===== config.mk =====
export PLATFORM = sky130hd
export DESIGN_NAME = qpwm_top
export DESIGN_NICKNAME = d
export VERILOG_FILES = /design/src/core/qpwm_pkg.sv /design/src/core/qpwm_channel.sv /design/src/core/qpwm_top.sv
export SDC_FILE = /design/constraint.sdc
export NUM_CORES = 1
export LEC_CHECK = 0
export ABC_CLOCK_PERIOD_IN_PS = 3200
export BUFFER_PORTS_ARGS = -buffer_cell sky130_fd_sc_hd__buf_2
export CORE_ASPECT_RATIO = 1.2
export CORE_MARGIN = 10
export CORE_UTILIZATION = 50
export CTS_BUF_LIST = sky130_fd_sc_hd__clkbuf_16
export DETAILED_ROUTE_END_ITERATION = 8
export GPL_TIMING_DRIVEN = 0
export PLACE_DENSITY = 0.68
export SLEW_MARGIN = 15
export SYNTH_ARGS = -nofsm -noshare
export SYNTH_HDL_FRONTEND = slang
export SYNTH_SLANG_ARGS = --single-unit
export TNS_END_PERCENT = 10

===== constraint.sdc =====
create_clock -name ref_clk_i -period 3.2 [get_ports ref_clk_i]
set_clock_uncertainty 0.15 [all_clocks]
set_input_delay 0.32 -clock ref_clk_i [delete_from_list [all_inputs] [get_ports ref_clk_i]]
set_output_delay 0.32 -clock ref_clk_i [all_outputs]
set_load 0.01 [all_outputs]

===== src/core/qpwm_pkg.sv =====
// Purpose: Shared constants for the four channel PWM block.
// Assumes: 250 MHz reference clock, word registers on a plain port.
// Notes: Register map, command fields and clock constants below.
package qpwm_pkg;
  localparam int unsigned ADDR_W = 4;
  localparam int unsigned CNT_W = 24;
  localparam int unsigned NUM_CH = 4;
  localparam int unsigned PORT_D_W = 6;
  localparam int unsigned PIN_BASE = 2;
  // Register map, word addresses.
  localparam logic [ADDR_W-1:0] ADDR_COMMAND = 4'h0;
  localparam logic [ADDR_W-1:0] ADDR_LOAD = 4'h1;
  localparam logic [ADDR_W-1:0] ADDR_STATUS = 4'h2;
  localparam logic [CNT_W-1:0] LOAD_RESET = 24'h000000;
  // Command byte fields.
  localparam int unsigned OPCODE_MSB = 7;
  localparam int unsigned OPCODE_LSB = 4;
  localparam int unsigned SEL_MSB = 3;
  localparam int unsigned SEL_LSB = 1;
  localparam int unsigned FLAG_BIT = 0;
  localparam logic [3:0] OP_STOP = 4'h0;
  localparam logic [3:0] OP_LOAD = 4'h1;
  localparam logic [3:0] OP_POLARITY = 4'h2;
  localparam logic [3:0] OP_OUT_EN = 4'h3;
  localparam logic [3:0] OP_CLEAR = 4'h4;
  localparam logic [3:0] OP_ROUTE = 4'h5;
  localparam logic [3:0] OP_CLK_SEL = 4'h6;
  localparam logic [3:0] OP_START = 4'h7;
  // Status register fields.
  localparam int unsigned ST_RUN_LSB = 0;
  localparam int unsigned ST_WAVE_LSB = 4;
  localparam int unsigned ST_ROUTE_LSB = 8;
  localparam int unsigned ST_PIN_LSB = 12;
  // Counting clocks derived from the reference.
  localparam int unsigned REF_CLK_HZ = 250_000_000;
  localparam int unsigned FAST_CLK_HZ = 50_000_000;
  localparam int unsigned SLOW_CLK_HZ = 1_000_000;
  localparam int unsigned FAST_DIV = REF_CLK_HZ / FAST_CLK_HZ;
  localparam int unsigned SLOW_DIV = REF_CLK_HZ / SLOW_CLK_HZ;
  localparam int unsigned DIV_W = 8;
endpackage : qpwm_pkg


===== src/core/qpwm_channel.sv =====
// Purpose: One PWM channel with its counters and settings.
// Assumes: Commands arrive as a one cycle hit with opcode and flag.
// Notes: Output is registered; polarity applied after gating.
`timescale 1ns/1ps
module qpwm_channel
  import qpwm_pkg::*;
#(
  parameter int unsigned W = CNT_W
) (
  input wire logic ref_clk_i, // Reference clock.
  input wire logic resetn_i, // Async reset, active low.
  input wire logic cmd_hit_i, // Command addresses this channel.
  input wire logic [3:0] cmd_op_i, // Command opcode.
  input wire logic cmd_flag_i, // Command flag.
  input wire logic [W-1:0] load_value_i, // Load value register.
  input wire logic tick_fast_i, // 50 MHz counting pulse.
  input wire logic tick_slow_i, // 1 MHz counting pulse.
  output logic wave_o, // Channel output level.
  output logic running_o, // Channel is running.
  output logic route_o // Channel routed to port D.
);
  logic [W-1:0] period_init_q, duty_init_q;
  logic [W-1:0] period_cnt_q, duty_cnt_q;
  logic running_q, pol_q, out_en_q, route_q, slow_q, wave_q;
  logic tick, active;

  assign tick = slow_q ? tick_slow_i : tick_fast_i;
  assign active = running_q && (duty_cnt_q != '0);

  // ---------------------------------------------
  // Settings
  // ---------------------------------------------
  always_ff @(posedge ref_clk_i or negedge resetn_i) begin
    if (!resetn_i) begin
      period_init_q <= '0;
      duty_init_q <= '0;
      pol_q <= 1'b0;
      out_en_q <= 1'b0;
      route_q <= 1'b0;
      slow_q <= 1'b0;
    end else if (cmd_hit_i) begin
      unique case (cmd_op_i)
        OP_LOAD: begin
          if (cmd_flag_i) duty_init_q <= load_value_i;
          else period_init_q <= load_value_i;
        end
        OP_POLARITY: pol_q <= cmd_flag_i;
        OP_OUT_EN: out_en_q <= cmd_flag_i;
        OP_ROUTE: route_q <= cmd_flag_i;
        OP_CLK_SEL: slow_q <= cmd_flag_i;
        OP_CLEAR: begin
          period_init_q <= '0;
          duty_init_q <= '0;
          pol_q <= 1'b0;
          out_en_q <= 1'b0;
          route_q <= 1'b0;
          slow_q <= 1'b0;
        end
        default: ;
      endcase
    end
  end

  // ---------------------------------------------
  // Counters
  // ---------------------------------------------
  // Reload happens on the tick that would bring the period to zero, so a
  // duty equal to the period never shows an inactive tick at the seam.
  always_ff @(posedge ref_clk_i or negedge resetn_i) begin
    if (!resetn_i) begin
      running_q <= 1'b0;
      period_cnt_q <= '0;
      duty_cnt_q <= '0;
    end else if (cmd_hit_i && cmd_op_i == OP_START) begin
      running_q <= 1'b1;
      period_cnt_q <= period_init_q;
      duty_cnt_q <= duty_init_q;
    end else if (cmd_hit_i && (cmd_op_i == OP_STOP || cmd_op_i == OP_CLEAR)) begin
      running_q <= 1'b0;
      period_cnt_q <= '0;
      duty_cnt_q <= '0;
    end else if (running_q && tick) begin
      if (period_cnt_q <= W'(1)) begin
        period_cnt_q <= period_init_q;
        duty_cnt_q <= duty_init_q;
      end else begin
        period_cnt_q <= period_cnt_q - W'(1);
        if (duty_cnt_q != '0) duty_cnt_q <= duty_cnt_q - W'(1);
      end
    end
  end

  always_ff @(posedge ref_clk_i or negedge resetn_i) begin
    if (!resetn_i) wave_q <= 1'b0;
    else wave_q <= (out_en_q && active) ^ pol_q;
  end

  assign wave_o = wave_q;
  assign running_o = running_q;
  assign route_o = route_q;

  // ---------------------------------------------
  // Checks
  // ---------------------------------------------
  chk_inactive_level: assert property (@(posedge ref_clk_i) disable iff (!resetn_i)
    !(out_en_q && active) |=> wave_q == $past(pol_q))
    else $error("gated or idle channel not at inactive level");
  chk_active_level: assert property (@(posedge ref_clk_i) disable iff (!resetn_i)
    (out_en_q && active) |=> wave_q == !$past(pol_q))
    else $error("active channel not at active level");
  chk_period_reload: assert property (@(posedge ref_clk_i) disable iff (!resetn_i)
    (running_q && tick && period_cnt_q <= W'(1) && !cmd_hit_i)
    |=> period_cnt_q == $past(period_init_q) && duty_cnt_q == $past(duty_init_q))
    else $error("counters did not reload at period end");
  chk_duty_hold: assert property (@(posedge ref_clk_i) disable iff (!resetn_i)
    (running_q && duty_cnt_q == '0 && period_cnt_q > W'(1) && !cmd_hit_i) |=> duty_cnt_q == '0)
    else $error("duty counter moved after reaching zero");
  chk_full_duty: assert property (@(posedge ref_clk_i) disable iff (!resetn_i)
    (running_q && duty_init_q == period_init_q && duty_cnt_q == period_cnt_q
     && duty_cnt_q != '0 && !cmd_hit_i) |=> duty_cnt_q != '0)
    else $error("full duty channel went inactive");
  chk_start_load: assert property (@(posedge ref_clk_i) disable iff (!resetn_i)
    (cmd_hit_i && cmd_op_i == OP_START) |=> running_q && period_cnt_q == $past(period_init_q))
    else $error("start did not load counters");
  chk_clear_zero: assert property (@(posedge ref_clk_i) disable iff (!resetn_i)
    (cmd_hit_i && cmd_op_i == OP_CLEAR) |=> !running_q && period_init_q == '0 && !route_q)
    else $error("clear left state behind");
endmodule : qpwm_channel


===== src/core/qpwm_top.sv =====
// Purpose: Four channel PWM block with command port and port D override.
// Assumes: Bus strobes are one cycle, never both at once.
// Notes: Command register is write only and reads as zero.
`timescale 1ns/1ps
module qpwm_top
  import qpwm_pkg::*;
#(
  parameter int unsigned CH = NUM_CH,
  parameter int unsigned W = CNT_W
) (
  input wire logic ref_clk_i, // 250 MHz reference clock.
  input wire logic resetn_i, // Async reset, active low.
  input wire logic [ADDR_W-1:0] addr_i, // Register word address.
  input wire logic [31:0] wdata_i, // Write data.
  input wire logic we_i, // Write strobe.
  input wire logic re_i, // Read strobe.
  output logic [31:0] rdata_o, // Read data, cycle after re_i.
  input wire logic [PORT_D_W-1:0] port_d_direction_bit_i, // Port D direction, 1 = out.
  input wire logic [PORT_D_W-1:0] port_d_data_i, // Port D output register.
  input wire logic [PORT_D_W-1:0] port_d_pin_i, // Port D pin level in.
  output logic [PORT_D_W-1:0] port_d_pin_o, // Port D pin level out.
  output logic [PORT_D_W-1:0] port_d_pin_oe_n_o // Port D enable, low drives.
);
  // ---------------------------------------------
  // Registers and command decode
  // ---------------------------------------------
  logic [W-1:0] load_q;
  logic cmd_stb;
  logic [3:0] cmd_op;
  logic [2:0] cmd_sel;
  logic cmd_flag;
  logic cmd_all;
  logic [CH-1:0] cmd_hit;
  logic [CH-1:0] wave, running, route;
  logic [31:0] rdata_q;
  logic [PORT_D_W-1:0] pin_q, oe_n_q;

  assign cmd_stb = we_i && (addr_i == ADDR_COMMAND);
  assign cmd_op = wdata_i[OPCODE_MSB:OPCODE_LSB];
  assign cmd_sel = wdata_i[SEL_MSB:SEL_LSB];
  assign cmd_flag = wdata_i[FLAG_BIT];

  // The all-channel flag sense is inverted for stop only.
  always_comb begin
    unique case (cmd_op)
      OP_STOP: cmd_all = !cmd_flag;
      OP_CLEAR: cmd_all = cmd_flag;
      OP_START: cmd_all = cmd_flag;
      default: cmd_all = 1'b0;
    endcase
  end

  // Select codes at or above the channel count address no channel.
  always_comb begin
    for (int k = 0; k < CH; k++) begin
      cmd_hit[k] = cmd_stb && (cmd_all || (32'(cmd_sel) == k));
    end
  end

  always_ff @(posedge ref_clk_i or negedge resetn_i) begin
    if (!resetn_i) load_q <= LOAD_RESET;
    else if (we_i && addr_i == ADDR_LOAD) load_q <= wdata_i[W-1:0];
  end

  // ---------------------------------------------
  // Counting clock pulses
  // ---------------------------------------------
  // Both rates come from one reference, so channels on the same rate tick
  // together and no second clock domain is needed.
  logic [DIV_W-1:0] fast_cnt_q, slow_cnt_q;
  logic tick_fast, tick_slow;

  assign tick_fast = (fast_cnt_q == DIV_W'(FAST_DIV - 1));
  assign tick_slow = (slow_cnt_q == DIV_W'(SLOW_DIV - 1));

  always_ff @(posedge ref_clk_i or negedge resetn_i) begin
    if (!resetn_i) fast_cnt_q <= '0;
    else if (tick_fast) fast_cnt_q <= '0;
    else fast_cnt_q <= fast_cnt_q + DIV_W'(1);
  end

  always_ff @(posedge ref_clk_i or negedge resetn_i) begin
    if (!resetn_i) slow_cnt_q <= '0;
    else if (tick_slow) slow_cnt_q <= '0;
    else slow_cnt_q <= slow_cnt_q + DIV_W'(1);
  end

  // ---------------------------------------------
  // Channels
  // ---------------------------------------------
  for (genvar g = 0; g < CH; g++) begin : g_ch
    qpwm_channel #(
      .W(W)
    ) u_ch (
      .ref_clk_i(ref_clk_i),
      .resetn_i(resetn_i),
      .cmd_hit_i(cmd_hit[g]),
      .cmd_op_i(cmd_op),
      .cmd_flag_i(cmd_flag),
      .load_value_i(load_q),
      .tick_fast_i(tick_fast),
      .tick_slow_i(tick_slow),
      .wave_o(wave[g]),
      .running_o(running[g]),
      .route_o(route[g])
    );
  end

  // ---------------------------------------------
  // Port D pin override
  // ---------------------------------------------
  // A routed pin drives whatever the channel shows; with its output gated
  // that is the inactive level, so routing alone parks the pin safely.
  // Channel signals are first placed on pin positions, so that no pin
  // outside the channel range ever indexes a channel.
  logic [PORT_D_W-1:0] route_pin, wave_pin;

  always_comb begin
    route_pin = '0;
    wave_pin = '0;
    route_pin[PIN_BASE +: CH] = route;
    wave_pin[PIN_BASE +: CH] = wave;
  end

  always_ff @(posedge ref_clk_i or negedge resetn_i) begin
    if (!resetn_i) begin
      pin_q <= '0;
      oe_n_q <= '1;
    end else begin
      for (int n = 0; n < PORT_D_W; n++) begin
        if (route_pin[n]) begin
          pin_q[n] <= wave_pin[n];
          oe_n_q[n] <= 1'b0;
        end else begin
          pin_q[n] <= port_d_data_i[n];
          oe_n_q[n] <= !port_d_direction_bit_i[n];
        end
      end
    end
  end

  assign port_d_pin_o = pin_q;
  assign port_d_pin_oe_n_o = oe_n_q;

  // ---------------------------------------------
  // Read port
  // ---------------------------------------------
  logic [31:0] status;

  always_comb begin
    status = '0;
    status[ST_RUN_LSB +: CH] = running;
    status[ST_WAVE_LSB +: CH] = wave;
    status[ST_ROUTE_LSB +: CH] = route;
    status[ST_PIN_LSB +: PORT_D_W] = port_d_pin_i;
  end

  // Read data stand for exactly the cycle after the strobe.
  always_ff @(posedge ref_clk_i or negedge resetn_i) begin
    if (!resetn_i) begin
      rdata_q <= '0;
    end else if (re_i) begin
      unique case (addr_i)
        ADDR_LOAD: rdata_q <= {{(32 - W){1'b0}}, load_q};
        ADDR_STATUS: rdata_q <= status;
        default: rdata_q <= '0;
      endcase
    end else begin
      rdata_q <= '0;
    end
  end

  assign rdata_o = rdata_q;

  // ---------------------------------------------
  // Checks
  // ---------------------------------------------
  chk_stop_all: assert property (@(posedge ref_clk_i) disable iff (!resetn_i)
    (we_i && addr_i == ADDR_COMMAND && wdata_i[7:0] == 8'h00) |=> running == '0)
    else $error("stop all left a channel running");
  chk_start_all: assert property (@(posedge ref_clk_i) disable iff (!resetn_i)
    (we_i && addr_i == ADDR_COMMAND && wdata_i[7:0] == 8'h7f) |=> running == '1)
    else $error("start all missed a channel");
  chk_load_read: assert property (@(posedge ref_clk_i) disable iff (!resetn_i)
    (we_i && addr_i == ADDR_LOAD) ##1 !(we_i && addr_i == ADDR_LOAD) ##1 (re_i && addr_i == ADDR_LOAD)
    |=> rdata_o == {{(32 - W){1'b0}}, $past(wdata_i[W-1:0], 3)})
    else $error("load value did not read back");
  chk_route_drive: assert property (@(posedge ref_clk_i) disable iff (!resetn_i)
    route[0] |=> !port_d_pin_oe_n_o[PIN_BASE] && port_d_pin_o[PIN_BASE] == $past(wave[0]))
    else $error("routed pin not driven by its channel");
  chk_unrouted_pin: assert property (@(posedge ref_clk_i) disable iff (!resetn_i)
    !route[CH-1] |=> port_d_pin_oe_n_o[PIN_BASE+CH-1] == !$past(port_d_direction_bit_i[PIN_BASE+CH-1]))
    else $error("unrouted pin ignores its direction bit");
endmodule : qpwm_top


==> results.json, run 1 <==
{
  "status": "finished, final reports clean",
  "synth-seq-cells": 484,
  "yosys.area_share.simple_pct": 17.3,
  "met3_usage_pct": 6.38,
  "cts_buffers": 51,
  "slew_headroom_pct": 32.6,
  "grt-ovfl-total": 0,
  "dr.pass1.iters": 6,
  "start_util_pct": 50.6,
  "path_cells": "inv_1, ha_1, or3b_2, clkbuf_1, nor4b_4, a31oi_4, or3_1, buf_2, buf_2, o21ai_0, o2bb2ai_1",
  "synth-edff-count": 0,
  "leakagePower_nw": 11.7,
  "timing.hold.ws_ns": 0.0746,
  "gp_congestion": 0.974,
  "path_class": "register to register",
  "r2r_start": "fast_cnt_q[0]",
  "clock-sinks": 484,
  "ys_seq_area_share_pct": 50.8,
  "coreArea_sq_mm": 0.0471,
  "synth_cell_types": 81,
  "die_area_sq_mm": 0.0569,
  "cts.htree.levels": 2,
  "top_usage_layer": "met2",
  "synth_top_family_by_area": "compound AO/OA/AOI/OAI gates",
  "period_share_pct": 99.5,
  "slowest_delay_ns": 0.44,
  "fmax_mhz": 314,
  "hold_path_class": "primary input to async pin",
  "finalHoldViolations": 0,
  "worstSetupStartpoint": "fast_cnt_q[0]",
  "ys.warnings.count": 0,
  "placed_cells": 3274,
  "ant_nets": 0,
  "synth-xor-area-share_pct": 0.881,
  "grt_util_met1_pct": 39.5,
  "ff2ff_path_depth": 11,
  "worstPathRequired_ns": 3.56,
  "io_buffers": 84,
  "die_width_um": 219,
  "cts_tree": "done",
  "worstPathArrival_ns": 3.54,
  "reg2reg_to": "g_ch[2].u_ch.duty_cnt_q[10]",
  "fp-row-count": 87,
  "synth-compound-area-share_pct": 23.6,
  "worst_pin_slew_ns": 1.01,
  "die_h_um": 259,
  "synth_cells": 2554,
  "post-dp-hpwl_um": 56800,
  "clk_pin_slew_ns": 0.06,
  "finalNetCount": 2827,
  "grt_pass1_wl_um": 129000,
  "vias_per_cell": 6.48,
  "mostFrequentLayoutCells": "dfrtp_1, o21ai_0, nand2_1",
  "drv_slew": 0,
  "max_cap_violations": 0,
  "synthAdderAreaFrac_pct": 1.05,
  "drcViolationCount": 0,
  "cts_buffer_depth": 3,
  "drt-initial-drc-count": 2680,
  "final_cell_count_no_fill": 3410,
  "grt.total_usage_pct": 29.3,
  "clkLatencyLatePin_ns": 0.62,
  "endpoint_kind": "register",
  "grt_pass1_vias": 21482,
  "ios": 102,
  "rsz0062_at_grt": "true",
  "final_common_cell": "dfrtp_1",
  "routedWlPerCell_um": 24.7,
  "cts_root_buffer": "clkbuf_16",
  "syn_to_final_growth_pct": 15.3,
  "ir_worst_vdd_uv": 392,
  "ff2ff_setup_slack_ns": 0.02,
  "antenna_cells": 0,
  "yosys_most_used_dff": "dfrtp_1",
  "route.vias.total": 22089,
  "grt_antenna_before_repair": 9,
  "cpMostUsedCell": "buf_2",
  "cp_max_fo": 10,
  "grt_start_max_net_pins": 105,
  "min_period_ns": 3.18,
  "startpoint_type": "register",
  "powerDensity_mw_per_mm2": 577,
  "setup_viol": 0,
  "syn_area_sq_mm": 0.0239,
  "syn_area_per_cell_sq_um": 9.34,
  "async_flop_share_pct": 100,
  "slowest_stage": "or3b_2",
  "grt.met2_usage_pct": 44.8,
  "muxShareOfSynthArea_pct": 2.54,
  "drive_above_1_share_pct": 12.2,
  "wl_um": 84400
}
## worst max path at each step
stage,endpoint,slack [ns],depth (start not counted)
finish,g_ch[2].u_ch.duty_cnt_q[10],0.02,11
global placement,g_ch[2].u_ch.duty_init_q[21],-8.15,1
CTS,g_ch[3].u_ch.duty_cnt_q[12],0.0004,10
detailed placement,g_ch[0].u_ch.period_cnt_q[7],-1.14,9
floorplan,g_ch[0].u_ch.period_cnt_q[3],0.40,8
global route,g_ch[0].u_ch.duty_cnt_q[15],-0.14,7
## critical path: cells and delay by family (launching register included)
| kind | cells | cell delay (ns) |
|---|---|---|
| simple gates | 3 | 1.17 |
| compound gates | 3 | 0.48 |
| fa+ha+maj | 1 | 0.13 |
| flops | 1 | 0.42 |
| buf+inv | 4 | 0.76 |
## cells in the mapped netlist, types with 21 or more instances
cell type  count  area (sq um)
o22ai_1       33           206
inv_1         56           210
a31oi_1       31           194
buf_2         24           120
clkbuf_1     121           454
mux2_2        45           507
or4_1         24           180
a22o_1        23           201
o211ai_1      37           278
o2bb2ai_1     58           508
nor4_1        65           407
nor3_1       102           510
a32oi_1       57           499
nand3_1       43           215
dfrtp_1      478         12000
nand2_1      353          1330
o21ai_0      354          1770
a21oi_1      120           601
a22oi_1       32           240
nor2_1       147           552
and2_1        21           131
## cell type report
cell class,instances,area (sq um)
buffer,168,739
clock buffer,51,1280
clock inverter,40,248
fill,4121,19600
inverter,56,210
multi-input combinational,1852,11100
sequential,484,12100
tap,623,779
timing repair buffer,136,1020
## power breakdown
part	switching, mW	total, mW	internal [mW]
logic	2.18	3.26	1.08
registers	0.421	6.98	6.56
clock network	2.57	5.62	3.05
## through the flow
| stage | cell area, sq um | power, mW | util (%) | worst slack, ns | setup TNS (ns) |
|---|---|---|---|---|---|
| after floorplan | 23900 | 8.93 | - | 0.399 | 0 |
| after global placement | 25100 | 10.1 | 53.2 | -8.15 | -4044.14 |
| after detailed placement | 25200 | 10.2 | 53.5 | -1.14 | -159.51 |
| after CTS | 27300 | 15.8 | 57.9 | 0.000363 | 0 |
| after global routing | 27500 | 16.5 | 58.3 | -0.143 | -2.07 |
| final | 27500 | 15.9 | 58.3 | 0.0173 | 0 |
## registers in the layout (all words and copies together), names as in the netlist, 6 cells and up
name                     count
port_d_pin_oe_n_o            6
port_d_pin_o                 6
g_ch.u_ch.duty_init_q       96
fast_cnt_q                   8
load_q                      24
slow_cnt_q                   8
g_ch.u_ch.duty_cnt_q        96
g_ch.u_ch.period_init_q     96
rdata_o                     24
g_ch.u_ch.period_cnt_q      96
## logic make-up (layout without fill, tap and decap cells)
family                     count (synthesis)  after routing
AOI/OAI and AO/OA                        880            880
and+or+nand+nor                          865            865
DFF                                      484            484
buffers and inverters                    225            451
muxes                                     55             55
xor gates and xnor gates                  24             24
adders and majority gates                 20             20
other                                      1              8
## metal layers
| layer | share of wire [%] | vias to the layer above |
|---|---|---|
| met5 | 0.12 | - |
| met4 | 4.3 | 14 |
| met3 | 9.9 | 236 |
| met2 | 45 | 1146 |
| met1 | 41 | 10851 |
| li1 | - | 9842 |
## what timing repair did
item	4_1_cts	5_1_grt
resized for setup	32	50
hold endpoints to repair	218	0
gates cloned	0	0
setup endpoints to repair	170	208
pin swaps	1	3
hold buffers	39	0
setup buffers	2	4
Note: power is estimated with default switching activity, not from simulation.
==> inputs of run 2 (changes only) <==
--- a/config.mk
+++ b/config.mk
@@ -5,7 +5,7 @@
 export SDC_FILE = /design/constraint.sdc
 export NUM_CORES = 1
 export LEC_CHECK = 0
-export ABC_CLOCK_PERIOD_IN_PS = 3200
+export ABC_CLOCK_PERIOD_IN_PS = 3000
 export BUFFER_PORTS_ARGS = -buffer_cell sky130_fd_sc_hd__buf_2
 export CORE_ASPECT_RATIO = 1.2
 export CORE_MARGIN = 10
@@ -17,5 +17,6 @@
 export SLEW_MARGIN = 15
 export SYNTH_ARGS = -nofsm -noshare
 export SYNTH_HDL_FRONTEND = slang
+export SYNTH_HIERARCHICAL = 1
 export SYNTH_SLANG_ARGS = --single-unit
 export TNS_END_PERCENT = 10
==> constraint.sdc (replaced) <==
create_clock -name ref_clk_i -period 3 [get_ports ref_clk_i]
set_clock_uncertainty 0.15 [all_clocks]
set_input_delay 0.3 -clock ref_clk_i [delete_from_list [all_inputs] [get_ports ref_clk_i]]
set_output_delay 0.3 -clock ref_clk_i [all_outputs]
set_load 0.01 [all_outputs]
==> run 2 against run 1 <==
  * The run now ends with DRC left
  * Highest routed layer unchanged
  * Non-clock buffer count increased by 3
  * Design area is 3.8% higher
  * Clock power rose by 16%
  * Synthesized cell count grew 4.1%
==> results.json, run 2 <==
{
  "ant_nets": 0,
  "clk_pin_slew_ns": 0.06,
  "clock-sinks": 484,
  "status": "finished, violations left",
  "drive_above_1_share_pct": 14.7,
  "final_cell_count_no_fill": 3547,
  "leakagePower_nw": 12.6,
  "cts_buffer_depth": 3,
  "finalPower_mw": 19.3,
  "synth_cell_types": 90,
  "slowest_stage": "dfrtp_1",
  "synth-seq-cells": 484,
  "worstPathRequired_ns": 3.35,
  "cts_tree": "done",
  "finalCoreUtilization_pct": 58.3,
  "coreArea_sq_mm": 0.0490,
  "start_util_pct": 50.4,
  "yosysMostFrequentCell": "dfrtp_1",
  "gp_congestion": 0.920,
  "syn_area_sq_mm": 0.0247,
  "routedWlPerCell_um": 22.5,
  "mostFrequentLayoutCells": "dfrtp_1, nand2_1, o21ai_0",
  "fmax_mhz": 339,
  "synth_cells": 2659,
  "route.vias.total": 22265,
  "path_cells": "inv_1, ha_1, nand4b_1, nor2_4, mux2_2, nand2_1, a31oi_1, a211o_1, o21ai_0, o2bb2ai_1",
  "powerDensity_mw_per_mm2": 677,
  "finalNetCount": 2948,
  "tns_ns": 0,
  "ff2ff_setup_slack_ns": 0.05,
  "io_buffers": 85,
  "ys.warnings.count": 6,
  "ir_worst_vdd_uv": 410,
  "slew_headroom_pct": 47.2,
  "rsz0062_at_grt": "true",
  "worstPathArrival_ns": 3.30,
  "vias_per_cell": 6.28,
  "grt-ovfl-total": 0,
  "fill_cells": 4290,
  "grt_pass1_vias": 21942,
  "grt.total_usage_pct": 26.6,
  "clkLatencyLatePin_ns": 0.62,
  "grt_pass1_wl_um": 125000,
  "ys_seq_area_share_pct": 49.1,
  "min_period_ns": 2.95,
  "slowest_delay_ns": 0.41,
  "violations": "DRC",
  "setup_viol": 0,
  "drv_slew": 0,
  "syn_to_final_growth_pct": 15.7,
  "max_cap_violations": 0,
  "grt_antenna_before_repair": 7,
  "synthTopCellsByCount": "dfrtp_1, nand2_1, o21ai_0, nor2_1, a21oi_1",
  "synthDominantCellAreaShare_pct": 48.5,
  "syn_area_per_cell_sq_um": 9.28,
  "cts_buffers": 52,
  "yosys.area.top_type": "dfrtp_1",
  "cts_root_buffer": "clkbuf_16",
  "placed_cells": 3392,
  "yosys_most_used_dff": "dfrtp_1",
  "drcViolationCount": 1,
  "ios": 102,
  "startpoint_type": "register",
  "fp-row-count": 89,
  "cp_max_fo": 7,
  "grt_start_max_net_pins": 106,
  "endpoint_kind": "register",
  "drt-initial-drc-count": 2404,
  "post-dp-hpwl_um": 55400,
  "finalHoldViolations": 0,
  "die_width_um": 223,
  "worst_pin_slew_ns": 0.790,
  "dr.pass1.iters": 7,
  "final_common_cell": "dfrtp_1",
  "die_area_sq_mm": 0.0587,
  "synth-edff-count": 0,
  "path_class": "register to register",
  "ys_top_cells_by_area": "dfrtp_1, o21ai_0, nand2_1",
  "period_share_pct": 98.2,
  "wl_um": 80000,
  "die_h_um": 263,
  "async_flop_share_pct": 100,
  "hold_path_class": "primary input to register",
  "cts.htree.levels": 2
}
## run 2: cell count changes in the layout (fill, tap and decap cells not counted), moves of 21 or more
cell / previous run / this run
nand2_1: 352 / 427
nor2_1: 144 / 193
o2bb2ai_1: 58 / 12
o21ai_1: 7 / 47
a32oi_1: 57 / 18
clkbuf_1: 100 / 66
buf_6: 1 / 27
mux2_2: 45 / 22
buf_4: 20 / 42
o22ai_1: 33 / 12
## run 2: cell families (layout without fill, tap and decap cells)
family          Yosys count  count (layout)  share of synthesized area [%]
compound gates          862             862                           22.2
xor+xnor                 28              28                          0.994
fa+ha+maj                20              20                           1.01
buf+inv                 212             455                           4.47
flops                   484             484                           49.1
mux                      42              42                           2.22
other cells               1               9                         0.0152
simple gates           1010            1010                           19.9
## run 2: area by class of cell
| cell class | count | area (sq um) | share of cell area, % |
|---|---|---|---|
| clock inverters | 40 | 379 | 1.33 |
| diodes | 1 | 2.50 | 0.00876 |
| inverters | 55 | 206 | 0.723 |
| clock buffers | 53 | 1330 | 4.64 |
| flip-flops and latches | 484 | 12100 | 42.4 |
| multi-input cells | 1970 | 11600 | 40.7 |
| repair buffers | 152 | 1160 | 4.06 |
| plain buffers | 155 | 931 | 3.26 |
| well taps | 637 | 797 | 2.79 |
## run 2: what timing repair did
action | 4_1_cts | 5_1_grt
endpoints found under the setup margin | 191 | 134
endpoints found under the hold margin | 134 | 0
hold buffers | 47 | 0
resized for setup | 41 | 37
setup buffers | 5 | 11
pin swaps | 2 | 5
## run 2: report_power, final
group	leakage (nW)	switching (mW)	total (mW)	internal, mW
registers	6.41	1.14	8.46	7.32
logic	5.29	2.58	4.34	1.76
clock network	0.845	2.74	6.54	3.80
total	12.6	6.45	19.3	12.9
## run 2: path summary, 6_finish.rpt
kind | start | endpoint | cells after the start
max reg2reg | slow_cnt_q[1] | g_ch[3].u_ch/duty_cnt_q[18] | 10
max | slow_cnt_q[1] | g_ch[3].u_ch/duty_cnt_q[18] | 10
min in group asynchronous | resetn_i | g_ch[3].u_ch/period_cnt_q[14] | 2
min | addr_i[0] | load_q[1] | 3
max in group asynchronous | resetn_i | g_ch[0].u_ch/period_cnt_q[19] | 4
min reg2reg | g_ch[1].u_ch/pol_q | g_ch[1].u_ch/wave_o | 1
## run 2: metal layers
metal  track usage (%)  wire length, um  share of wire (%)  up-vias
met5                 0               59              0.074        -
met4              12.5             3290                4.1       10
met3              4.92             6510                8.1      187
met2              42.1            37300                 47     1001
met1              34.7            32800                 41    10986
li1                  -                -                  -    10081
## run 2: critical path: cells and delay by family (launching register included)
kind / cells / cell delay [ns]
AOI/OAI and AO/OA: 4 / 1.03
muxes: 1 / 0.23
and+or+nand+nor: 3 / 0.79
DFF: 1 / 0.41
adders and majority gates: 1 / 0.14
buffers and inverters: 1 / 0.08
## run 2: per-stage QoR
stage	setup slack, ns	hold slack (ns)	area (sq um)
2_1_floorplan	0.0408	-0.146	24700
3_3_place_gp	-8.36	0.260	25900
3_5_place_dp	-1.54	0.218	26000
4_1_cts	0.00537	0.00255	28400
5_1_grt	-0.0916	0.0306	28600
6_report	0.0540	0.0203	28600
